===== config.mk =====
export PLATFORM = sky130hd
export DESIGN_NAME = rtsc_top
export DESIGN_NICKNAME = d
export VERILOG_FILES = /design/src/logic/rtsc_calendar.v /design/src/logic/rtsc_reltimer.v /design/src/logic/rtsc_top.v
export VERILOG_INCLUDE_DIRS = /design/src /design/src/include
export SDC_FILE = /design/constraint.sdc
export NUM_CORES = 1
export LEC_CHECK = 0
export BUFFER_PORTS_ARGS = -buffer_cell sky130_fd_sc_hd__clkbuf_2
export CORE_MARGIN = 2
export CORE_UTILIZATION = 55
export CTS_BUF_LIST = sky130_fd_sc_hd__clkbuf_8 sky130_fd_sc_hd__clkbuf_16
export DETAILED_ROUTE_END_ITERATION = 10
export MAX_ROUTING_LAYER = met4
export PLACE_DENSITY = 0.72
export SYNTH_ARGS = -nofsm -noshare
export SYNTH_HDL_FRONTEND = slang
export SYNTH_SLANG_ARGS = --single-unit

===== constraint.sdc =====
create_clock -name i_sys_clk -period 25.1 [get_ports i_sys_clk]
set_input_delay 3.765 -clock i_sys_clk [delete_from_list [all_inputs] [get_ports i_sys_clk]]
set_output_delay 3.765 -clock i_sys_clk [all_outputs]
set_load 0.005 [all_outputs]

===== src/include/rtsc_consts.vh =====
// Constants for the reading timestamp clock
`ifndef RTSC_CONSTS_VH
`define RTSC_CONSTS_VH
`define RTSC_CLK_NS       5
`define RTSC_US_NS        1000
`define RTSC_SEC_NS       1000000000
`define RTSC_US_CYC       (`RTSC_US_NS / `RTSC_CLK_NS)
`define RTSC_SEC_CYC      (`RTSC_SEC_NS / `RTSC_CLK_NS)
`define RTSC_REL_SEC_MAX  17'd99999
`define RTSC_REL_US_MAX   20'd999999
`define RTSC_OFS_CTRL     8'h00
`define RTSC_OFS_CMD      8'h04
`define RTSC_OFS_TIME     8'h08
`define RTSC_OFS_DATE     8'h0c
`define RTSC_OFS_ALARM    8'h10
`define RTSC_OFS_REL_SEC  8'h14
`define RTSC_OFS_REL_US   8'h18
`define RTSC_OFS_RDG_NUM  8'h1c
`define RTSC_CTRL_TYPE    0
`define RTSC_CTRL_FMT12   1
`define RTSC_CTRL_EL_TS   2
`define RTSC_CTRL_EL_RDG  3
`define RTSC_CMD_REL_CLR  0
`define RTSC_CMD_RDG_CLR  1
`define RTSC_CMD_SEC_ZERO 2
`define RTSC_ALARM_EN     31
`define RTSC_RESP_OKAY    2'b00
`define RTSC_RESP_SLVERR  2'b10
`define RTSC_RST_HOUR     5'h00
`define RTSC_RST_DAY      5'h01
`define RTSC_RST_MONTH    4'h1
`define RTSC_RST_YEAR     7'h00
`endif


===== src/logic/rtsc_calendar.v =====
// Calendar clock with time, date and weekday
`timescale 1ns/1ps
`include "rtsc_consts.vh"
module rtsc_calendar #(
	parameter SEC_CYC = `RTSC_SEC_CYC
) (
	input  wire       i_sys_clk,
	input  wire       i_sys_rst,
	input  wire       i_set_time,
	input  wire       i_set_date,
	input  wire       i_sec_zero,
	input  wire [4:0] i_hour,
	input  wire [5:0] i_min,
	input  wire [5:0] i_sec,
	input  wire [4:0] i_day,
	input  wire [3:0] i_month,
	input  wire [6:0] i_year,
	output reg  [4:0] o_hour,
	output reg  [5:0] o_min,
	output reg  [5:0] o_sec,
	output reg  [4:0] o_day,
	output reg  [3:0] o_month,
	output reg  [6:0] o_year,
	output reg  [2:0] o_dow
);
	reg  [31:0] pre;
	wire        tick = (pre == SEC_CYC - 1);
	wire [4:0]  mdays = days_in(o_month, o_year);

	// Years 2000..2099, every fourth one leap
	function [4:0] days_in(input [3:0] m, input [6:0] y);
		begin
			case (m)
				4'h2:    days_in = (y[1:0] == 2'b00) ? 5'd29 : 5'd28;
				4'h4, 4'h6, 4'h9, 4'hb: days_in = 5'd30;
				default: days_in = 5'd31;
			endcase
		end
	endfunction

	// Weekday, 0 is Sunday
	function [2:0] weekday(input [4:0] d, input [3:0] m, input [6:0] y);
		reg [11:0] yy;
		reg [3:0]  t;
		reg [13:0] s;
		reg [13:0] rem;
		begin
			yy = 12'd2000 + {5'h00, y} - ((m < 4'h3) ? 12'd1 : 12'd0);
			case (m)
				4'h1: t = 4'd0; 4'h2: t = 4'd3; 4'h3: t = 4'd2; 4'h4: t = 4'd5;
				4'h5: t = 4'd0; 4'h6: t = 4'd3; 4'h7: t = 4'd5; 4'h8: t = 4'd1;
				4'h9: t = 4'd4; 4'ha: t = 4'd6; 4'hb: t = 4'd2; default: t = 4'd4;
			endcase
			s = {2'b00, yy} + {4'h0, yy[11:2]} - {2'b00, yy / 12'd100}
				+ {2'b00, yy / 12'd400} + {10'h000, t} + {9'h000, d};
			rem     = s % 14'd7;
			weekday = rem[2:0];
		end
	endfunction

	always @(posedge i_sys_clk or posedge i_sys_rst) begin
		if (i_sys_rst) begin
			pre     <= 32'h00000000;
			o_hour  <= `RTSC_RST_HOUR;
			o_min   <= 6'h00;
			o_sec   <= 6'h00;
			o_day   <= `RTSC_RST_DAY;
			o_month <= `RTSC_RST_MONTH;
			o_year  <= `RTSC_RST_YEAR;
			o_dow   <= 3'h0;
		end else begin
			o_dow <= weekday(o_day, o_month, o_year); // [RULE11]
			pre   <= (tick || i_set_time || i_sec_zero) ? 32'h00000000 : pre + 32'h00000001;
			if (i_set_time) begin
				o_hour <= i_hour; // [RULE12]
				o_min  <= i_min;
				o_sec  <= i_sec;
			end else if (i_sec_zero) begin
				o_sec <= 6'h00; // [RULE12]
			end else if (tick) begin
				if (o_sec != 6'd59)
					o_sec <= o_sec + 6'h01;
				else begin
					o_sec <= 6'h00;
					if (o_min != 6'd59)
						o_min <= o_min + 6'h01;
					else begin
						o_min  <= 6'h00;
						o_hour <= (o_hour == 5'd23) ? 5'h00 : o_hour + 5'h01;
					end
				end
			end
			if (i_set_date) begin
				o_day   <= i_day;
				o_month <= i_month;
				o_year  <= i_year;
			end else if (tick && o_sec == 6'd59 && o_min == 6'd59 && o_hour == 5'd23 && !i_set_time
					&& !i_sec_zero) begin
				if (o_day != mdays)
					o_day <= o_day + 5'h01;
				else begin
					o_day <= 5'h01;
					if (o_month != 4'hc)
						o_month <= o_month + 4'h1;
					else begin
						o_month <= 4'h1;
						o_year  <= (o_year == 7'd99) ? 7'h00 : o_year + 7'h01;
					end
				end
			end
		end
	end
endmodule


===== src/logic/rtsc_reltimer.v =====
// Relative timer in seconds and microseconds
`timescale 1ns/1ps
`include "rtsc_consts.vh"
module rtsc_reltimer #(
	parameter US_CYC = `RTSC_US_CYC
) (
	input  wire        i_sys_clk,
	input  wire        i_sys_rst,
	input  wire        i_clear,
	output reg  [16:0] o_sec,
	output reg  [19:0] o_us
);
	reg [15:0] pre;

	always @(posedge i_sys_clk or posedge i_sys_rst) begin
		if (i_sys_rst) begin
			pre   <= 16'h0000; // [RULE1]
			o_us  <= 20'h00000;
			o_sec <= 17'h00000;
		end else if (i_clear) begin
			// Prescaler restarts too, so the first microsecond is whole
			pre   <= 16'h0000; // [RULE1] [RULE5]
			o_us  <= 20'h00000;
			o_sec <= 17'h00000;
		end else if (pre == US_CYC[15:0] - 16'h0001) begin
			pre <= 16'h0000; // [RULE14]
			if (o_us == `RTSC_REL_US_MAX) begin
				o_us <= 20'h00000;
				if (o_sec == `RTSC_REL_SEC_MAX)
					o_sec <= 17'h00000; // [RULE2]
				else
					o_sec <= o_sec + 17'h00001;
			end else begin
				o_us <= o_us + 20'h00001;
			end
		end else begin
			pre <= pre + 16'h0001;
		end
	end
endmodule


===== src/logic/rtsc_top.v =====
// Reading timestamp clock with register slave
// Overview of operation
// RULE1: relative timer starts at zero, reset, command
// RULE2: relative timer wraps to zero past maximum
// RULE3: changing timestamp type clears reading buffer
// RULE4: one timestamp type for bus and buffer
// RULE5: relative reset leaves calendar clock alone
// RULE6: reading number zeroed at reset and command
// RULE7: bus tags only when their elements enabled
// RULE8: real-time tags carry clock time and date
// RULE9: bus real-time tags always 24-hour
// RULE10: buffer tags follow hour format, AM/PM
// RULE11: weekday derived from the calendar date
// RULE12: time as h/m/s; seconds-zero command
// RULE13: clock alarm arms layer one, selected format
// RULE14: relative timer counts microseconds via prescaler
`timescale 1ns/1ps
`include "rtsc_consts.vh"
module rtsc_top #(
	parameter US_CYC  = `RTSC_US_CYC,
	parameter SEC_CYC = `RTSC_SEC_CYC
) (
	input  wire        i_sys_clk,
	input  wire        i_sys_rst,
	input  wire [7:0]  i_s_axi_awaddr,
	input  wire        i_s_axi_awvalid,
	output reg         o_s_axi_awready,
	input  wire [31:0] i_s_axi_wdata,
	input  wire [3:0]  i_s_axi_wstrb,
	input  wire        i_s_axi_wvalid,
	output reg         o_s_axi_wready,
	output reg  [1:0]  o_s_axi_bresp,
	output reg         o_s_axi_bvalid,
	input  wire        i_s_axi_bready,
	input  wire [7:0]  i_s_axi_araddr,
	input  wire        i_s_axi_arvalid,
	output reg         o_s_axi_arready,
	output reg  [31:0] o_s_axi_rdata,
	output reg  [1:0]  o_s_axi_rresp,
	output reg         o_s_axi_rvalid,
	input  wire        i_s_axi_rready,
	input  wire        i_reading_strobe,
	output reg         o_tag_valid,
	output reg         o_tag_real,
	output reg         o_bus_ts_en,
	output reg         o_bus_rdg_en,
	output reg  [16:0] o_rel_sec,
	output reg  [19:0] o_rel_us,
	output reg  [31:0] o_bus_time,
	output reg  [31:0] o_buf_time,
	output reg  [31:0] o_tag_date,
	output reg  [31:0] o_rdg_num,
	output reg         o_buffer_clear,
	output reg         o_arm_event
);
	reg  [3:0]  ctrl;
	reg  [31:0] alarm;
	reg  [7:0]  aw_addr;
	reg  [31:0] w_data;
	reg  [3:0]  w_strb;
	reg         aw_got;
	reg         w_got;
	reg         rel_clr;
	reg         sec_zero;
	reg         set_time;
	reg         set_date;
	reg         rdg_clr;
	reg  [4:0]  ld_hour;
	reg  [5:0]  ld_min;
	reg  [5:0]  ld_sec;
	reg  [4:0]  ld_day;
	reg  [3:0]  ld_month;
	reg  [6:0]  ld_year;
	reg         alarm_hit;
	reg  [31:0] rd_word;
	reg         rd_ok;
	reg  [31:0] next_ctrl_word;
	wire [16:0] rt_sec;
	wire [19:0] rt_us;
	wire [4:0]  c_hour;
	wire [5:0]  c_min;
	wire [5:0]  c_sec;
	wire [4:0]  c_day;
	wire [3:0]  c_month;
	wire [6:0]  c_year;
	wire [2:0]  c_dow;
	wire        do_write = aw_got && w_got && !o_s_axi_bvalid;
	wire        fmt12 = ctrl[`RTSC_CTRL_FMT12];
	wire [31:0] time24 = pack_time(c_hour, 1'b0, c_min, c_sec);
	wire [4:0]  h12 = (c_hour == 5'd0) ? 5'd12 : (c_hour > 5'd12) ? c_hour - 5'd12 : c_hour;
	wire [31:0] time12 = pack_time(h12, c_hour >= 5'd12, c_min, c_sec);
	wire [31:0] date_word = {5'h00, c_dow, 1'b0, c_year, 4'h0, c_month, 3'h0, c_day};
	wire [4:0]  al_hour = to_24(alarm[20:16], alarm[24], alarm[`RTSC_ALARM_EN] & fmt12);
	wire        alarm_now = alarm[`RTSC_ALARM_EN] && al_hour == c_hour
		&& alarm[13:8] == c_min && alarm[5:0] == c_sec;

	// Time word: seconds [5:0], minutes [13:8], hour [20:16], PM flag [24]
	function [31:0] pack_time(input [4:0] h, input pm, input [5:0] m, input [5:0] s);
		begin
			pack_time = {7'h00, pm, 3'h0, h, 2'h0, m, 2'h0, s};
		end
	endfunction

	// Hour as entered in the selected format, turned to 0..23
	function [4:0] to_24(input [4:0] h, input pm, input is12);
		begin
			if (!is12)
				to_24 = h;
			else if (h == 5'd12)
				to_24 = pm ? 5'd12 : 5'd0;
			else
				to_24 = pm ? h + 5'd12 : h;
		end
	endfunction

	// Byte-lane merge for the control and alarm registers
	function [31:0] merge(input [31:0] old, input [31:0] nw, input [3:0] st);
		integer k;
		begin
			merge = old;
			for (k = 0; k < 4; k = k + 1)
				if (st[k])
					merge[k*8 +: 8] = nw[k*8 +: 8];
		end
	endfunction

	rtsc_reltimer #(
		.US_CYC (US_CYC)
	) u_rel (
		.i_sys_clk (i_sys_clk),
		.i_sys_rst (i_sys_rst),
		.i_clear   (rel_clr),
		.o_sec     (rt_sec),
		.o_us      (rt_us)
	);

	rtsc_calendar #(
		.SEC_CYC (SEC_CYC)
	) u_cal (
		.i_sys_clk  (i_sys_clk),
		.i_sys_rst  (i_sys_rst),
		.i_set_time (set_time),
		.i_set_date (set_date),
		.i_sec_zero (sec_zero),
		.i_hour     (ld_hour),
		.i_min      (ld_min),
		.i_sec      (ld_sec),
		.i_day      (ld_day),
		.i_month    (ld_month),
		.i_year     (ld_year),
		.o_hour     (c_hour),
		.o_min      (c_min),
		.o_sec      (c_sec),
		.o_day      (c_day),
		.o_month    (c_month),
		.o_year     (c_year),
		.o_dow      (c_dow)
	);

	always @* begin
		next_ctrl_word = merge({28'h0000000, ctrl}, w_data, w_strb);
		rd_ok   = 1'b1;
		rd_word = 32'h00000000;
		case (i_s_axi_araddr)
			`RTSC_OFS_CTRL:    rd_word = {28'h0000000, ctrl};
			`RTSC_OFS_CMD:     rd_word = 32'h00000000;
			`RTSC_OFS_TIME:    rd_word = time24;
			`RTSC_OFS_DATE:    rd_word = date_word;
			`RTSC_OFS_ALARM:   rd_word = alarm;
			`RTSC_OFS_REL_SEC: rd_word = {15'h0000, rt_sec};
			`RTSC_OFS_REL_US:  rd_word = {12'h000, rt_us};
			`RTSC_OFS_RDG_NUM: rd_word = o_rdg_num;
			default:           rd_ok = 1'b0;
		endcase
	end

	// Write channel: address and data taken in either order
	always @(posedge i_sys_clk or posedge i_sys_rst) begin
		if (i_sys_rst) begin
			o_s_axi_awready <= 1'b1;
			o_s_axi_wready  <= 1'b1;
			o_s_axi_bvalid  <= 1'b0;
			o_s_axi_bresp   <= `RTSC_RESP_OKAY;
			aw_got   <= 1'b0;
			w_got    <= 1'b0;
			aw_addr  <= 8'h00;
			w_data   <= 32'h00000000;
			w_strb   <= 4'h0;
			ctrl     <= 4'h0;
			alarm    <= 32'h00000000;
			rel_clr  <= 1'b0;
			rdg_clr  <= 1'b0;
			sec_zero <= 1'b0;
			set_time <= 1'b0;
			set_date <= 1'b0;
			ld_hour  <= 5'h00;
			ld_min   <= 6'h00;
			ld_sec   <= 6'h00;
			ld_day   <= 5'h01;
			ld_month <= 4'h1;
			ld_year  <= 7'h00;
			o_buffer_clear <= 1'b0;
		end else begin
			rel_clr  <= 1'b0;
			rdg_clr  <= 1'b0;
			sec_zero <= 1'b0;
			set_time <= 1'b0;
			set_date <= 1'b0;
			o_buffer_clear <= 1'b0;
			if (i_s_axi_awvalid && o_s_axi_awready) begin
				aw_addr <= i_s_axi_awaddr;
				aw_got  <= 1'b1;
				o_s_axi_awready <= 1'b0;
			end
			if (i_s_axi_wvalid && o_s_axi_wready) begin
				w_data <= i_s_axi_wdata;
				w_strb <= i_s_axi_wstrb;
				w_got  <= 1'b1;
				o_s_axi_wready <= 1'b0;
			end
			if (o_s_axi_bvalid && i_s_axi_bready) begin
				o_s_axi_bvalid  <= 1'b0;
				o_s_axi_awready <= 1'b1;
				o_s_axi_wready  <= 1'b1;
			end
			if (do_write) begin
				aw_got <= 1'b0;
				w_got  <= 1'b0;
				o_s_axi_bvalid <= 1'b1;
				o_s_axi_bresp  <= `RTSC_RESP_OKAY;
				case (aw_addr)
					`RTSC_OFS_CTRL: begin
						ctrl <= next_ctrl_word[3:0]; // [RULE4]
						// Only a real change of type drops stored readings
						if (next_ctrl_word[`RTSC_CTRL_TYPE] != ctrl[`RTSC_CTRL_TYPE])
							o_buffer_clear <= 1'b1; // [RULE3]
					end
					`RTSC_OFS_CMD: if (w_strb[0]) begin
						rel_clr  <= w_data[`RTSC_CMD_REL_CLR]; // [RULE5]
						rdg_clr  <= w_data[`RTSC_CMD_RDG_CLR]; // [RULE6]
						sec_zero <= w_data[`RTSC_CMD_SEC_ZERO]; // [RULE12]
					end
					`RTSC_OFS_TIME: begin
						// Hour is entered in the format selected now
						ld_hour  <= to_24(w_data[20:16], w_data[24], fmt12); // [RULE12]
						ld_min   <= w_data[13:8];
						ld_sec   <= w_data[5:0];
						set_time <= 1'b1;
					end
					`RTSC_OFS_DATE: begin
						ld_day   <= w_data[4:0];
						ld_month <= w_data[11:8];
						ld_year  <= w_data[22:16];
						set_date <= 1'b1; // [RULE11]
					end
					`RTSC_OFS_ALARM: alarm <= merge(alarm, w_data, w_strb); // [RULE13]
					`RTSC_OFS_REL_SEC, `RTSC_OFS_REL_US, `RTSC_OFS_RDG_NUM: ;
					default: o_s_axi_bresp <= `RTSC_RESP_SLVERR;
				endcase
			end
		end
	end

	// Read channel: answer one cycle after the address is taken
	always @(posedge i_sys_clk or posedge i_sys_rst) begin
		if (i_sys_rst) begin
			o_s_axi_arready <= 1'b1;
			o_s_axi_rvalid  <= 1'b0;
			o_s_axi_rdata   <= 32'h00000000;
			o_s_axi_rresp   <= `RTSC_RESP_OKAY;
		end else if (i_s_axi_arvalid && o_s_axi_arready) begin
			o_s_axi_arready <= 1'b0;
			o_s_axi_rvalid  <= 1'b1;
			o_s_axi_rdata   <= rd_word;
			o_s_axi_rresp   <= rd_ok ? `RTSC_RESP_OKAY : `RTSC_RESP_SLVERR;
		end else if (o_s_axi_rvalid && i_s_axi_rready) begin
			o_s_axi_rvalid  <= 1'b0;
			o_s_axi_arready <= 1'b1;
		end
	end

	// Reading tags and reading number
	always @(posedge i_sys_clk or posedge i_sys_rst) begin
		if (i_sys_rst) begin
			o_rdg_num    <= 32'h00000000; // [RULE6]
			o_tag_valid  <= 1'b0;
			o_tag_real   <= 1'b0;
			o_bus_ts_en  <= 1'b0;
			o_bus_rdg_en <= 1'b0;
			o_rel_sec    <= 17'h00000;
			o_rel_us     <= 20'h00000;
			o_bus_time   <= 32'h00000000;
			o_buf_time   <= 32'h00000000;
			o_tag_date   <= 32'h00000000;
			o_arm_event  <= 1'b0;
			alarm_hit    <= 1'b0;
		end else begin
			o_tag_valid <= i_reading_strobe;
			// A reading in the clear cycle takes number one, not lost
			if (i_reading_strobe)
				o_rdg_num <= rdg_clr ? 32'h00000001 : o_rdg_num + 32'h00000001;
			else if (rdg_clr)
				o_rdg_num <= 32'h00000000; // [RULE6]
			if (i_reading_strobe) begin
				o_tag_real   <= ctrl[`RTSC_CTRL_TYPE]; // [RULE4]
				o_bus_ts_en  <= ctrl[`RTSC_CTRL_EL_TS]; // [RULE7]
				o_bus_rdg_en <= ctrl[`RTSC_CTRL_EL_RDG]; // [RULE7]
				o_rel_sec    <= rt_sec;
				o_rel_us     <= rt_us;
				o_bus_time   <= time24; // [RULE8] [RULE9]
				o_buf_time   <= fmt12 ? time12 : time24; // [RULE10]
				o_tag_date   <= date_word; // [RULE8]
			end
			// Edge of the match, so one pulse per alarm second
			alarm_hit   <= alarm_now;
			o_arm_event <= alarm_now && !alarm_hit; // [RULE13]
		end
	end
endmodule


After elaboration in Yosys (flattened, before gate mapping) --
Memory sizes are Yosys's and may differ from the RTL's. Index checks and enable logic that the tools add are counted.
Word-level totals: word-level logic and storage cells 268, bits in latches 0, ROM bits 48, register bits after elaboration 426, output and inout port bits 212, RAM bits 0, memories kept 1
Memory list:
- (no name shown) | words 16, bits a word 3, read ports 1, clocked after memory_dff 0, write ports 0, RTL line rtsc_calendar.v:49 | case (m)
Cells by class: multipliers 0, $add $sub $neg 21, reduce and logical (&&, ||, !) cells 54, order comparisons 3, shifts and indexed selects 0, equal/unequal tests 42, div/mod/pow operators 3, bitwise logic cells 1, muxes and demuxes 89
Operator list (number):
- $pmux 32 s7 | 1
- $mux 32 | 4
- $mux 5 | 17
- $mux 17 | 4
- $add 32x1->32 const B | 2
- $eq 8x5->1 const B | 8
- $mux 20 | 3
- $mux 6 | 9
- $mux 7 | 5
- $mux 1 | 34
- $eq 32x28->1 const B | 1
- $eq 8x4->1 const B | 4
- $mux 16 | 2
- $mux 25 | 1
- $mux 4 | 6
- $reduce_bool 2->1 | 11
- $reduce_and 3->1 | 7
- $add 20x1->20 const B | 1
- $eq 20x20->1 const B | 1
- $add 17x1->17 const B | 1
- $eq 17x17->1 const B | 1
- $add 16x1->16 const B | 1
- $eq 16x8->1 const B | 1
- $eq 8x3->1 const B | 2
- other kinds (48) | 86

Depth between registers and ports, before layout --
Gate-level depths: netlist (run 1).
depth in word-level cells 9, depth in mapped cells 53

By module --
A second synthesis (run 1) with hierarchy kept.
Unflattened totals: cells, all modules 2233, area total of the unflattened synthesis 22726.8 µm²
Modules (own cells, without submodules):
- rtsc_top | cells an instance 1031, instances 1, area each 12573.3 µm²
- rtsc_calendar | cells an instance 901, instances 1, area each 7323.3 µm²
- rtsc_reltimer | cells an instance 301, instances 1, area each 2830.2 µm²

Least setup slack after synthesis (run 1) --
No wires, ideal clock.
path type register to register, from reg u_cal.o_month[2], to reg u_cal.o_dow[1], cell stages (with the launch flop) 51, library setup time 0.135 ns, clock period less this slack 11.523 ns, data arrival time 11.387 ns, path buffers 1, setup slack 13.577 ns, path through dfrtp_1 clkbuf_1 nor3_1 ha_1 inv_1 ha_1 fa_1 nor2b_1 o21ai_0 nand2b_1 xnor2_1 nor2_1 a21oi_1 a21oi_1 xnor2_1 nor3_1 mux2_2 o221ai_1 [15 not listed] a211o_1 o211a_2 mux2_4 a211o_1 a211oi_2 a21oi_1 o311ai_2 and2_0 nand4bb_1 nand3_1 ha_1 o221a_1 or3_1 xnor2_1 ha_1 inv_1 o32ai_2 a221oi_2
On the way: longest elaborated chain between the ends 9, elaborated cells between the ends (all ways) 12, those cells by class 6 x add/sub; 3 x div; 1 x order compare; 1 x mux; 1 x memory
Ends and longest elaborated chain:
- from (decl) | RTL line rtsc_calendar.v:22 | output reg [3:0] o_month,
- from (signal assigned) | RTL line rtsc_calendar.v:68 | o_month <= `RTSC_RST_MONTH;
- from (signal assigned) | RTL line rtsc_calendar.v:95 | o_month <= i_month;
- from (signal assigned) | RTL line rtsc_calendar.v:104 | o_month <= o_month + 4'h1;
- $lt 4x2->1 | RTL line rtsc_calendar.v:48 | yy = 12'd2000 + {5'h00, y} - ((m < 4'h3) ? 12'd1 : 12'd0);
- $mux 1 | RTL line rtsc_calendar.v:48
- $sub 12x12->12 | RTL line rtsc_calendar.v:48
- $div 12x7->12 or $add 12x10->13 (tied branches) | RTL line rtsc_calendar.v:54 | s = {2'b00, yy} + {4'h0, yy[11:2]} - {2'b00, yy / 12'd100}
- $sub 14x12->14 | RTL line rtsc_calendar.v:54
- $add 14x12->14 | RTL line rtsc_calendar.v:55 | + {2'b00, yy / 12'd400} + {10'h000, t} + {9'h000, d};
- $add 14x4->14 * | RTL line rtsc_calendar.v:55
- $add 14x5->14 * | RTL line rtsc_calendar.v:55
- $mod 14x3->14 * | RTL line rtsc_calendar.v:56 | rem = s % 14'd7;
- to (signal assigned) | RTL line rtsc_calendar.v:72 | o_dow <= weekday(o_day, o_month, o_year);
- to (decl) | RTL line rtsc_calendar.v:24 | output reg [2:0] o_dow
Every way passes the cells marked *; elsewhere a longest branch is shown, timed or not. A chain may end at the register's enable or synchronous reset.

Final worst setup path (run 1) --
from reg u_cal.o_month[1], to reg u_cal.o_dow[0]
The elaborated chain is that of the path after synthesis.

==> results_dict.tcl, run 1 <==
set metrics [dict create \
    synth-edff-count 0 \
    ant_nets 0 \
    finalSetupTns_ps 0 \
    ys.warnings.count 0 \
    cts_made_buffers 43 \
    first_pass_iters 8 \
    synth-main-ff-cell "dfrtp_1" \
    cts_tree "yes" \
    grt_pass1_vias 17000 \
    holdBufCountCts 0 \
    row_count 73 \
    wl_per_cell_um 19.6 \
    ys_seq_area_frac 0.446 \
    grt_pass1_wl_um 92900 \
    clock-sinks 398 \
    finClkSkew_ps 26.7 \
    clk_pin_slew_worst_paths_ps 60 \
    layout.cells.non_filler 2971 \
    drt_iter0_markers 1547 \
    worstPathArrival_ps 13690 \
    regToRegSetupSlack_ps 11900 \
    regToRegStartpoint "u_cal.o_month[1]" \
    synthDistinctLibCells 102 \
    area_growth_pct 12.5 \
    r2r_cells 52 \
    clock_path_buffers 3 \
    dieArea_mm2 0.0422 \
    status "completed" \
    finalWirelength_um 58300 \
    max_freq_mhz 75.8 \
    hold_end "o_arm_event" \
    start_util 0.560 \
    maxCapViolCount 0 \
    critPathSlowestCell "xnor2_1" \
    cpPeakStageDelay_ps 530 \
    via_per_inst 5.92 \
    crit_path_start_kind "flop" \
    setup_viol 0 \
    required_ps 25590 \
    nFillCells 3327 \
    cpMostUsedCell "ha_1" \
    route.detailed.drc 0 \
    critPathKind "flop to flop" \
    slew_headroom 0.165 \
    hold_violations 0 \
    num_io_pins 272 \
    syn-instance-count 2224 \
    endpoint_kind "flop" \
    cp_max_fo 12 \
    synth_area_mm2 0.0223 \
    syn_area_per_cell_um2 10.0 \
    p_total_uw 1690 \
    diodes 0 \
    grt.total_usage 0.288 \
    hold_ws_ps 394 \
    fin_nets 2564 \
    ir_drop_v 0.0000636 \
    gp_congestion 0.922 \
    numPortBuffers 227 \
    hold_depth 1 \
    rsz0062_at_grt "no" \
    grt_max_degree 189 \
    finalMaxSlewViolations 0 \
    dp_hpwl_um 42300 \
    period_share 0.526 \
    vias 17600 \
    placed_cells 2891 \
    min_from "alarm_hit" \
    die_h_um 206 \
    antenna_found_initial 0 \
    cts_max_level 2 \
    period_needed_ps 13200 \
    grt_overflow 0 \
    hp-class "flop to flop" \
    ys_ff_latch 398 \
    tightest_slew_ps 1250 \
    p_leak_uw 0.0121 \
    post_cts_resized 0 \
    clock_latency_ps 580 \
    pwr_density_cell_mw_per_mm2 67.2 \
    cts-root-buf "clkbuf_16" \
    core_area_mm2 0.0399 \
    path_buf_inv 5 \
    critPathTopFamily "compound AO/OA/AOI/OAI gates" \
    die_x_um 206 \
    drive_above_1_share 0.222 \
    synthArstFlopShare 1.00 \
    regToRegEndpoint "u_cal.o_dow[0]" \
    postCtsSetupRepairBufs 0 \
]
==> cells in the mapped netlist (58+ instances only) <==
master / count / area [um^2]
dfrtp_1: 391 / 9780
nand2_1: 211 / 792
nor2_1: 191 / 717
mux2_2: 183 / 2060
o21ai_0: 131 / 656
a21oi_1: 115 / 576
ha_1: 80 / 1000
inv_1: 76 / 285
xor2_1: 74 / 648
clkbuf_1: 70 / 263
nand3_1: 66 / 330
xnor2_1: 58 / 508
==> worst register-to-register path, delay by kind of cell (launching register included) <==
kind / cells / cell delay [ps]
fa+ha+maj: 12 / 3480
compound gates: 15 / 3940
mux: 1 / 350
buf+inv: 5 / 320
simple gates: 15 / 3470
flops: 1 / 460
xor+xnor: 4 / 1100
==> area by class of cell <==
type                    count  area (um^2)  area share
clock buffers              53         1220      0.0487
clock inverters            27          265      0.0106
inverters                  77          297      0.0118
multi-input cells        1657        11500       0.458
flip-flops and latches    398         9970       0.397
well taps                 525          657      0.0261
repair buffers            234         1200      0.0479
==> cells in the final DEF, fill, tap and decap left out, types with 17 or more instances in the layout <==
cell and count:
a22oi_1 19, clkbuf_2 226, mux2_2 183, a21oi_1 115
nand4_1 36, nor2_1 191, nor3_1 34, mux2i_1 32
nand3_1 66, o211ai_1 17, or3_1 26, o21ai_0 131
xnor2_1 58, xor2_1 74, nor2b_1 17, a221oi_1 18
conb_1 46, dfrtp_1 391, and2_1 18, clkbuf_16 44
ha_1 80, inv_1 78, nand2_1 210, and3_1 36
==> routing by layer <==
metal	vias to the layer above	share of wire	global-route usage
met5	-	0	-
met2	592	0.46	0.430
met1	8641	0.44	0.389
met4	0	0.041	0.118
met3	138	0.062	0.0515
li1	8228	-	-
==> cell families after synthesis <==
| logic type | count (synthesis) | synth area share |
|---|---|---|
| buffers and inverters | 213 | 0.0459 |
| AND/OR/NAND/NOR | 720 | 0.156 |
| flip-flops | 398 | 0.446 |
| other | 2 | 0.000336 |
| adder cells (fa/ha/maj) | 97 | 0.0583 |
| XOR/XNOR | 133 | 0.0525 |
| multiplexers | 219 | 0.110 |
| AO/OA/AOI/OAI | 442 | 0.130 |
==> how the worst max path moves through the flow <==
stage,cells past startpoint,startpoint,slack [ps],to
after floorplan,1,i_sys_rst,10280,alarm[0]
after global placement,50,u_cal.o_month[1],12410,u_cal.o_dow[1]
after detailed placement,51,u_cal.o_month[1],11970,u_cal.o_dow[0]
after CTS,51,u_cal.o_month[1],11920,u_cal.o_dow[0]
after global routing,51,u_cal.o_month[1],10790,u_cal.o_dow[0]
final,52,u_cal.o_month[1],11900,u_cal.o_dow[0]
==> metrics by stage <==
stage	area, um^2	worst slack (ps)	util
floorplan	22500	10280	-
global placement	23600	12410	0.592
detailed placement	23600	11970	0.592
CTS	25100	11920	0.630
global route	25100	10790	0.630
finish	25100	11900	0.630
==> sequential cells by signal, summed over array words and instances (netlist names), 19 cells and up <==
register	count
w_data	32
o_s_axi_rdata	32
o_tag_date	19
u_cal.pre	32
alarm	32
o_rel_us	20
u_rel.o_us	20
o_rdg_num	32
==> report_power, final <==
group | switching [uW] | internal (uW)
sequential | 89.6 | 717
combinational | 114 | 110
clock | 270 | 389
total | 473 | 1220
(Power assumes the default switching activity.)
==> run 2, diff against run 1 <==
--- a/config.mk
+++ b/config.mk
@@ -6,6 +6,7 @@
 export SDC_FILE = /design/constraint.sdc
 export NUM_CORES = 1
 export LEC_CHECK = 0
+export ABC_AREA = 1
 export BUFFER_PORTS_ARGS = -buffer_cell sky130_fd_sc_hd__clkbuf_2
 export CORE_MARGIN = 2
 export CORE_UTILIZATION = 55
==> constraint.sdc (replaced) <==
create_clock -name i_sys_clk -period 13 [get_ports i_sys_clk]
set_input_delay 1.95 -clock i_sys_clk [delete_from_list [all_inputs] [get_ports i_sys_clk]]
set_output_delay 1.95 -clock i_sys_clk [all_outputs]
set_load 0.005 [all_outputs]
==> run 2 against run 1 <==
  * Via count is 10% higher
  * Sequential share of layout area rose by 0.75 points
  * Synthesized cell count increased by 23%
  * Non-clock buffer count is 8 higher
  * Utilization increased by 0.41 points
  * Register-to-register slack got worse by 10000 ps
  * Sequential power rose by 97%
  * Largest power group unchanged
  * Highest routed layer unchanged
==> results_dict.tcl, run 2 <==
set metrics [dict create \
    status "completed" \
    synthArstFlopShare 1.00 \
    pwr-share-clk 0.352 \
    regToRegEndpoint "u_cal.o_dow[1]" \
    vias 19400 \
    ys_ff_latch 398 \
    num_io_pins 272 \
    maxCapViolCount 0 \
    wl_per_cell_um 17.6 \
    grt_pass1_wl_um 97300 \
    grt_pass1_vias 17900 \
    grt_overflow 0 \
    holdBufCountCts 0 \
    clock_path_buffers 3 \
    slew_headroom 0.299 \
    regToRegSetupSlack_ps 1800 \
    ys_top_cells_by_count "609 x nand2_1, 391 x dfrtp_1, 388 x inv_1" \
    route.detailed.drc 0 \
    crit_path_start_kind "flop" \
    yosysTopAreaCell "dfrtp_1" \
    p_leak_uw 0.0122 \
    cts_max_level 2 \
    yosys.area.top_type_share 0.448 \
    cts_tree "yes" \
    required_ps 13500 \
    ys_seq_area_frac 0.457 \
    start_util 0.561 \
    drive_above_1_share 0.128 \
    die_h_um 203 \
    hold_violations 0 \
    synthDistinctLibCells 59 \
    drt_iter0_markers 1499 \
    combPwrFrac 0.200 \
    cp_max_fo 8 \
    setup_viol 0 \
    syn_area_per_cell_um2 7.95 \
    period_share 0.861 \
    area_growth_pct 13.0 \
    cts-root-buf "clkbuf_16" \
    period_needed_ps 11200 \
    hold_ws_ps 416 \
    finalSetupTns_ps 0 \
    clock_latency_ps 580 \
    postCtsSetupRepairBufs 0 \
    grt_max_degree 102 \
    die_x_um 203 \
    critPathSlowestCell "fa_1" \
    hp-class "flop to flop" \
    layout_common_cells "608 x nand2_1, 395 x inv_1, 391 x dfrtp_1" \
    ant_nets 0 \
    synth-edff-count 0 \
    clk_pin_slew_worst_paths_ps 60 \
    finClkSkew_ps 20.7 \
    synth.most_common_cell "nand2_1" \
    ir_drop_v 0.000104 \
    synth-main-ff-cell "dfrtp_1" \
    p_switching_uw 1140 \
    p_sw_frac 0.321 \
    pwr-share-seq 0.448 \
    finalWirelength_um 61800 \
    cts_made_buffers 44 \
    via_per_inst 5.53 \
    final_common_cell "nand2_1" \
    numPortBuffers 227 \
    r2r_cells 79 \
    critPathKind "flop to flop" \
    max_freq_mhz 89.3 \
    cpMostUsedCell "nand2_1" \
    first_pass_iters 5 \
    core_area_mm2 0.0389 \
    tightest_slew_ps 1050 \
    clock-sinks 398 \
    layout.cell_area.non_filler_mm2 0.0247 \
    placed_cells 3422 \
    syn-instance-count 2746 \
    fin_nets 3103 \
    finalMaxSlewViolations 0 \
    crit_end "u_cal.o_dow[1]" \
    p_int_uw 2410 \
    endpoint_kind "flop" \
    gp_congestion 0.962 \
    pwr_density_cell_mw_per_mm2 144 \
    layout.cells.non_filler 3502 \
    row_count 72 \
    cpPeakStageDelay_ps 530 \
    ys.warnings.count 0 \
    dieArea_mm2 0.0413 \
    synthTopCellsByArea "dfrtp_1 45%, nand2_1 10%, o21ai_0 6.9%, inv_1 6.7%, ha_1 4.6%" \
    antenna_found_initial 1 \
    regToRegStartpoint "u_cal.o_month[3]" \
    worstPathArrival_ps 11700 \
    grt.total_usage 0.307 \
    dp_hpwl_um 46800 \
    crit_start "u_cal.o_month[3]" \
    post_cts_resized 0 \
    placed_cell_area_mm2 0.0232 \
    synth_area_mm2 0.0218 \
    rsz0062_at_grt "no" \
    p_total_uw 3550 \
    hold_depth 1 \
]
-- run 2: changes by cell type in the layout (fill, tap and decap cells not counted), sizes merged, moves of 38 or more --
cell	previous run	this run
nand2	211	640
inv	81	402
mux2	185	0
o21ai	136	308
nor3	36	95
nand3	67	111
xor2	75	34
o22ai	13	51
-- run 2: logic make-up (layout without fill, tap and decap cells) --
logic type | count (synthesis) | count (layout) | share of synthesized area
simple gates | 1117 | 1117 | 0.221
compound gates | 552 | 552 | 0.141
buf+inv | 527 | 720 | 0.100
flops | 398 | 398 | 0.457
fa+ha+maj | 93 | 93 | 0.0578
xor+xnor | 56 | 56 | 0.0225
other cells | 2 | 47 | 0.000344
mux | 1 | 1 | 0.000459
-- run 2: power by group through the flow --
stage | Sequential [uW] | Combinational, uW | Clock (uW)
final | 1590 | 708 | 1250
after global routing | 1610 | 809 | 1310
after CTS | 1580 | 707 | 1260
after detailed placement | 1600 | 702 | 0
after global placement | 1600 | 666 | 0
after floorplan | 1550 | 514 | 0
-- run 2: area by class of cell --
class	instances	area, um^2
multi-input combinational	1865	9830
clock buffer	58	1320
fill	3484	14300
sequential	398	9970
tap	518	648
antenna	1	2.50
clock inverter	21	143
timing repair buffer	242	1250
inverter	399	1510
-- run 2: routing by layer --
metal  part of all wire  vias up  GRT usage
li1                   -     9312          -
met1               0.45     9242      0.435
met2               0.45      697      0.462
met3              0.065      108     0.0428
met4              0.030        0     0.0938
met5                  0        -          -
-- run 2: metrics by stage --
stage | setup slack [ps] | utilization
floorplan | 3350 | -
global placement | 2700 | 0.596
detailed placement | 1940 | 0.596
CTS | 1910 | 0.634
global route | 581 | 0.634
finish | 1800 | 0.634
-- run 2: worst min-delay path by stage --
stage                     startpoint          end  slack [ps]
after floorplan            alarm_hit  o_arm_event         390
after global placement     alarm_hit  o_arm_event         390
after detailed placement   alarm_hit  o_arm_event         400
after CTS                  alarm_hit  o_arm_event         410
after global routing       alarm_hit  o_arm_event         430
final                      alarm_hit  o_arm_event         420
-- run 2: worst max-delay path: cells and delay by family, from the launching register on --
family | cells | cell delay [ps]
compound gates | 9 | 1640
simple gates | 48 | 4880
fa+ha+maj | 10 | 3030
flops | 1 | 450
buf+inv | 9 | 730
xor+xnor | 3 | 450
==> run 3, diff against run 2 <==
--- a/config.mk
+++ b/config.mk
@@ -16,4 +16,5 @@
 export PLACE_DENSITY = 0.72
 export SYNTH_ARGS = -nofsm -noshare
 export SYNTH_HDL_FRONTEND = slang
+export SYNTH_HIERARCHICAL = 1
 export SYNTH_SLANG_ARGS = --single-unit
==> run 3 against run 2 <==
  * Utilization shrank 0.97 points
  * Sequential cell count is the same
  * Combinational power grew 26%
  * Non-clock buffer count shrank 3
  * Worst setup slack lost 560 ps
  * Largest power group unchanged
  * Final area grew 5.9%
  * Highest routed layer unchanged
  * Sequential share of layout area shrank 2.3 points
  * Register-to-register slack lost 560 ps
  * Count of clock-buffer cells in the layout shrank 4
  * Sequential power is essentially flat
==> results_dict.tcl, run 3 <==
set metrics [dict create \
    die_h_um 210 \
    hold_violations 0 \
    ys_ff_latch 398 \
    synth_area_mm2 0.0233 \
    numPortBuffers 227 \
    area_growth_pct 12.3 \
    postCtsSetupRepairBufs 0 \
    die_x_um 210 \
    finalWirelength_um 68500 \
    grt_pass1_vias 20100 \
    fin_nets 3459 \
    synth_top_family_by_area "simple AND/OR/NAND/NOR gates" \
    core_area_mm2 0.0419 \
    route.detailed.drc 0 \
    yosysTopAreaCell "dfrtp_1" \
    critPathKind "flop to flop" \
    grt_overflow 0 \
    synthTopCellsByArea "dfrtp_1 42%, nand2_1 15%, inv_1 6.3%, o21ai_0 5.6%, nor2_1 4.4%" \
    synthAdderAreaFrac 0.0531 \
    first_pass_iters 6 \
    period_needed_ps 11750 \
    p_leak_uw 0.0132 \
    clk_pin_slew_worst_paths_ps 60 \
    cts_made_buffers 45 \
    tightest_slew_ps 1170 \
    status "completed" \
    finalSetupTns_ps 0 \
    grt.total_usage 0.321 \
    clock_path_buffers 3 \
    cpMostUsedCell "nand2_1" \
    hp-class "flop to flop" \
    ys_top_cells_by_count "922 x nand2_1, 391 x dfrtp_1, 390 x inv_1" \
    seqCellArea_mm2 0.00997 \
    cts_max_level 2 \
    p_total_uw 3800 \
    num_io_pins 272 \
    pwr_density_cell_mw_per_mm2 145 \
    antenna_found_initial 2 \
    maxCapViolCount 0 \
    vias 21400 \
    start_util 0.556 \
    grt_pass1_wl_um 108000 \
    nFillCells 3807 \
    drive_above_1_share 0.131 \
    row_count 75 \
    ys_seq_area_frac 0.429 \
    multiInputGateArea_mm2 0.0112 \
    worstPathArrival_ps 12220 \
    synth_compound_area_frac 0.114 \
    layout_common_cells "922 x nand2_1, 396 x inv_1, 391 x dfrtp_1" \
    cts_tree "yes" \
    setup_viol 0 \
    required_ps 13470 \
    cpPeakStageDelay_ps 680 \
    post_cts_resized 0 \
    cp_max_fo 9 \
    synth-edff-count 0 \
    holdBufCountCts 0 \
    finalMaxSlewViolations 0 \
    synthDistinctLibCells 62 \
    synthArstFlopShare 1.00 \
    yosys.area_share.simple 0.286 \
    cts-root-buf "clkbuf_16" \
    critPathSlowestCell "o31ai_1" \
    wl_per_cell_um 17.7 \
    endpoint_kind "flop" \
    finClkSkew_ps 13.6 \
    hold_ws_ps 404 \
    placed_cells 3800 \
    synth.most_common_cell "nand2_1" \
    syn-instance-count 3109 \
    synth_mux_area_frac 0.000484 \
    gp_congestion 0.978 \
    layout.cells.non_filler 3880 \
    ir_drop_v 0.000128 \
    clock_latency_ps 590 \
    synth-main-ff-cell "dfrtp_1" \
    ant_nets 0 \
    synth_xor_area_frac 0.0188 \
    yosys.area.top_type_share 0.421 \
    dp_hpwl_um 51600 \
    grt_max_degree 105 \
    slew_headroom 0.219 \
    max_freq_mhz 85.1 \
    drt_iter0_markers 2094 \
    via_per_inst 5.51 \
    period_share 0.904 \
    syn_area_per_cell_um2 7.48 \
    crit_path_start_kind "flop" \
    ys.warnings.count 6 \
    final_common_cell "nand2_1" \
    clock-sinks 398 \
    rsz0062_at_grt "no" \
    dieArea_mm2 0.0440 \
]
-- run 3: where the power goes --
| group | internal, uW | leakage [uW] | switching (uW) |
|---|---|---|---|
| clock | 801 | 0.000800 | 524 |
| sequential | 1440 | 0.00537 | 143 |
| combinational | 285 | 0.00700 | 605 |
-- run 3: layout make-up --
class                           instances  share of cell area
Clock buffer                           54              0.0479
Antenna cell                            1           0.0000958
Inverter                              407              0.0589
Sequential cell                       398               0.382
Timing Repair Buffer                  239              0.0469
Clock inverter                         25              0.0112
Multi-Input combinational cell       2217               0.427
Tap cell                              539              0.0258
-- run 3: layer usage --
| metal | global-route usage | vias up | part of all wire |
|---|---|---|---|
| met5 | - | - | 0 |
| met2 | 0.492 | 855 | 0.45 |
| li1 | - | 10300 | - |
| met1 | 0.434 | 10100 | 0.43 |
| met3 | 0.0483 | 139 | 0.075 |
| met4 | 0.125 | 0 | 0.041 |
-- run 3: logic make-up after synthesis --
family          Yosys count
buf+inv                 537
compound gates          468
flops                   398
xor+xnor                 50
fa+ha+maj                91
other cells               3
simple gates           1561
mux                       1
-- run 3: worst paths after layout --
check	start	endpoint	slack [ps]	cells past startpoint
max	u_cal/o_month[3]	u_cal/o_dow[1]	1250	76
min	alarm_hit	o_arm_event	400	1
max reg2reg	u_cal/o_month[3]	u_cal/o_dow[1]	1250	76
min reg2reg	alarm_hit	o_arm_event	400	1
max in group asynchronous	i_sys_rst	o_s_axi_bresp[1]	9390	4
min in group asynchronous	i_sys_rst	o_tag_date[25]	1540	2
-- run 3: per-stage QoR --
step           instance area (um^2)  utilization  setup WS (ps)
2_1_floorplan                 23400            -           2890
3_3_place_gp                  24600        0.587           2150
3_5_place_dp                  24600        0.587           1470
4_1_cts                       26100        0.624           1440
5_1_grt                       26100        0.624            173
6_report                      26100        0.624           1250
-- run 3: critical path: cells and delay by family, from the launching register on --
family	cells	cell delay, ps
compound gates	7	1570
xor+xnor	1	200
fa+ha+maj	10	3100
buf+inv	8	680
flops	1	470
simple gates	50	5620
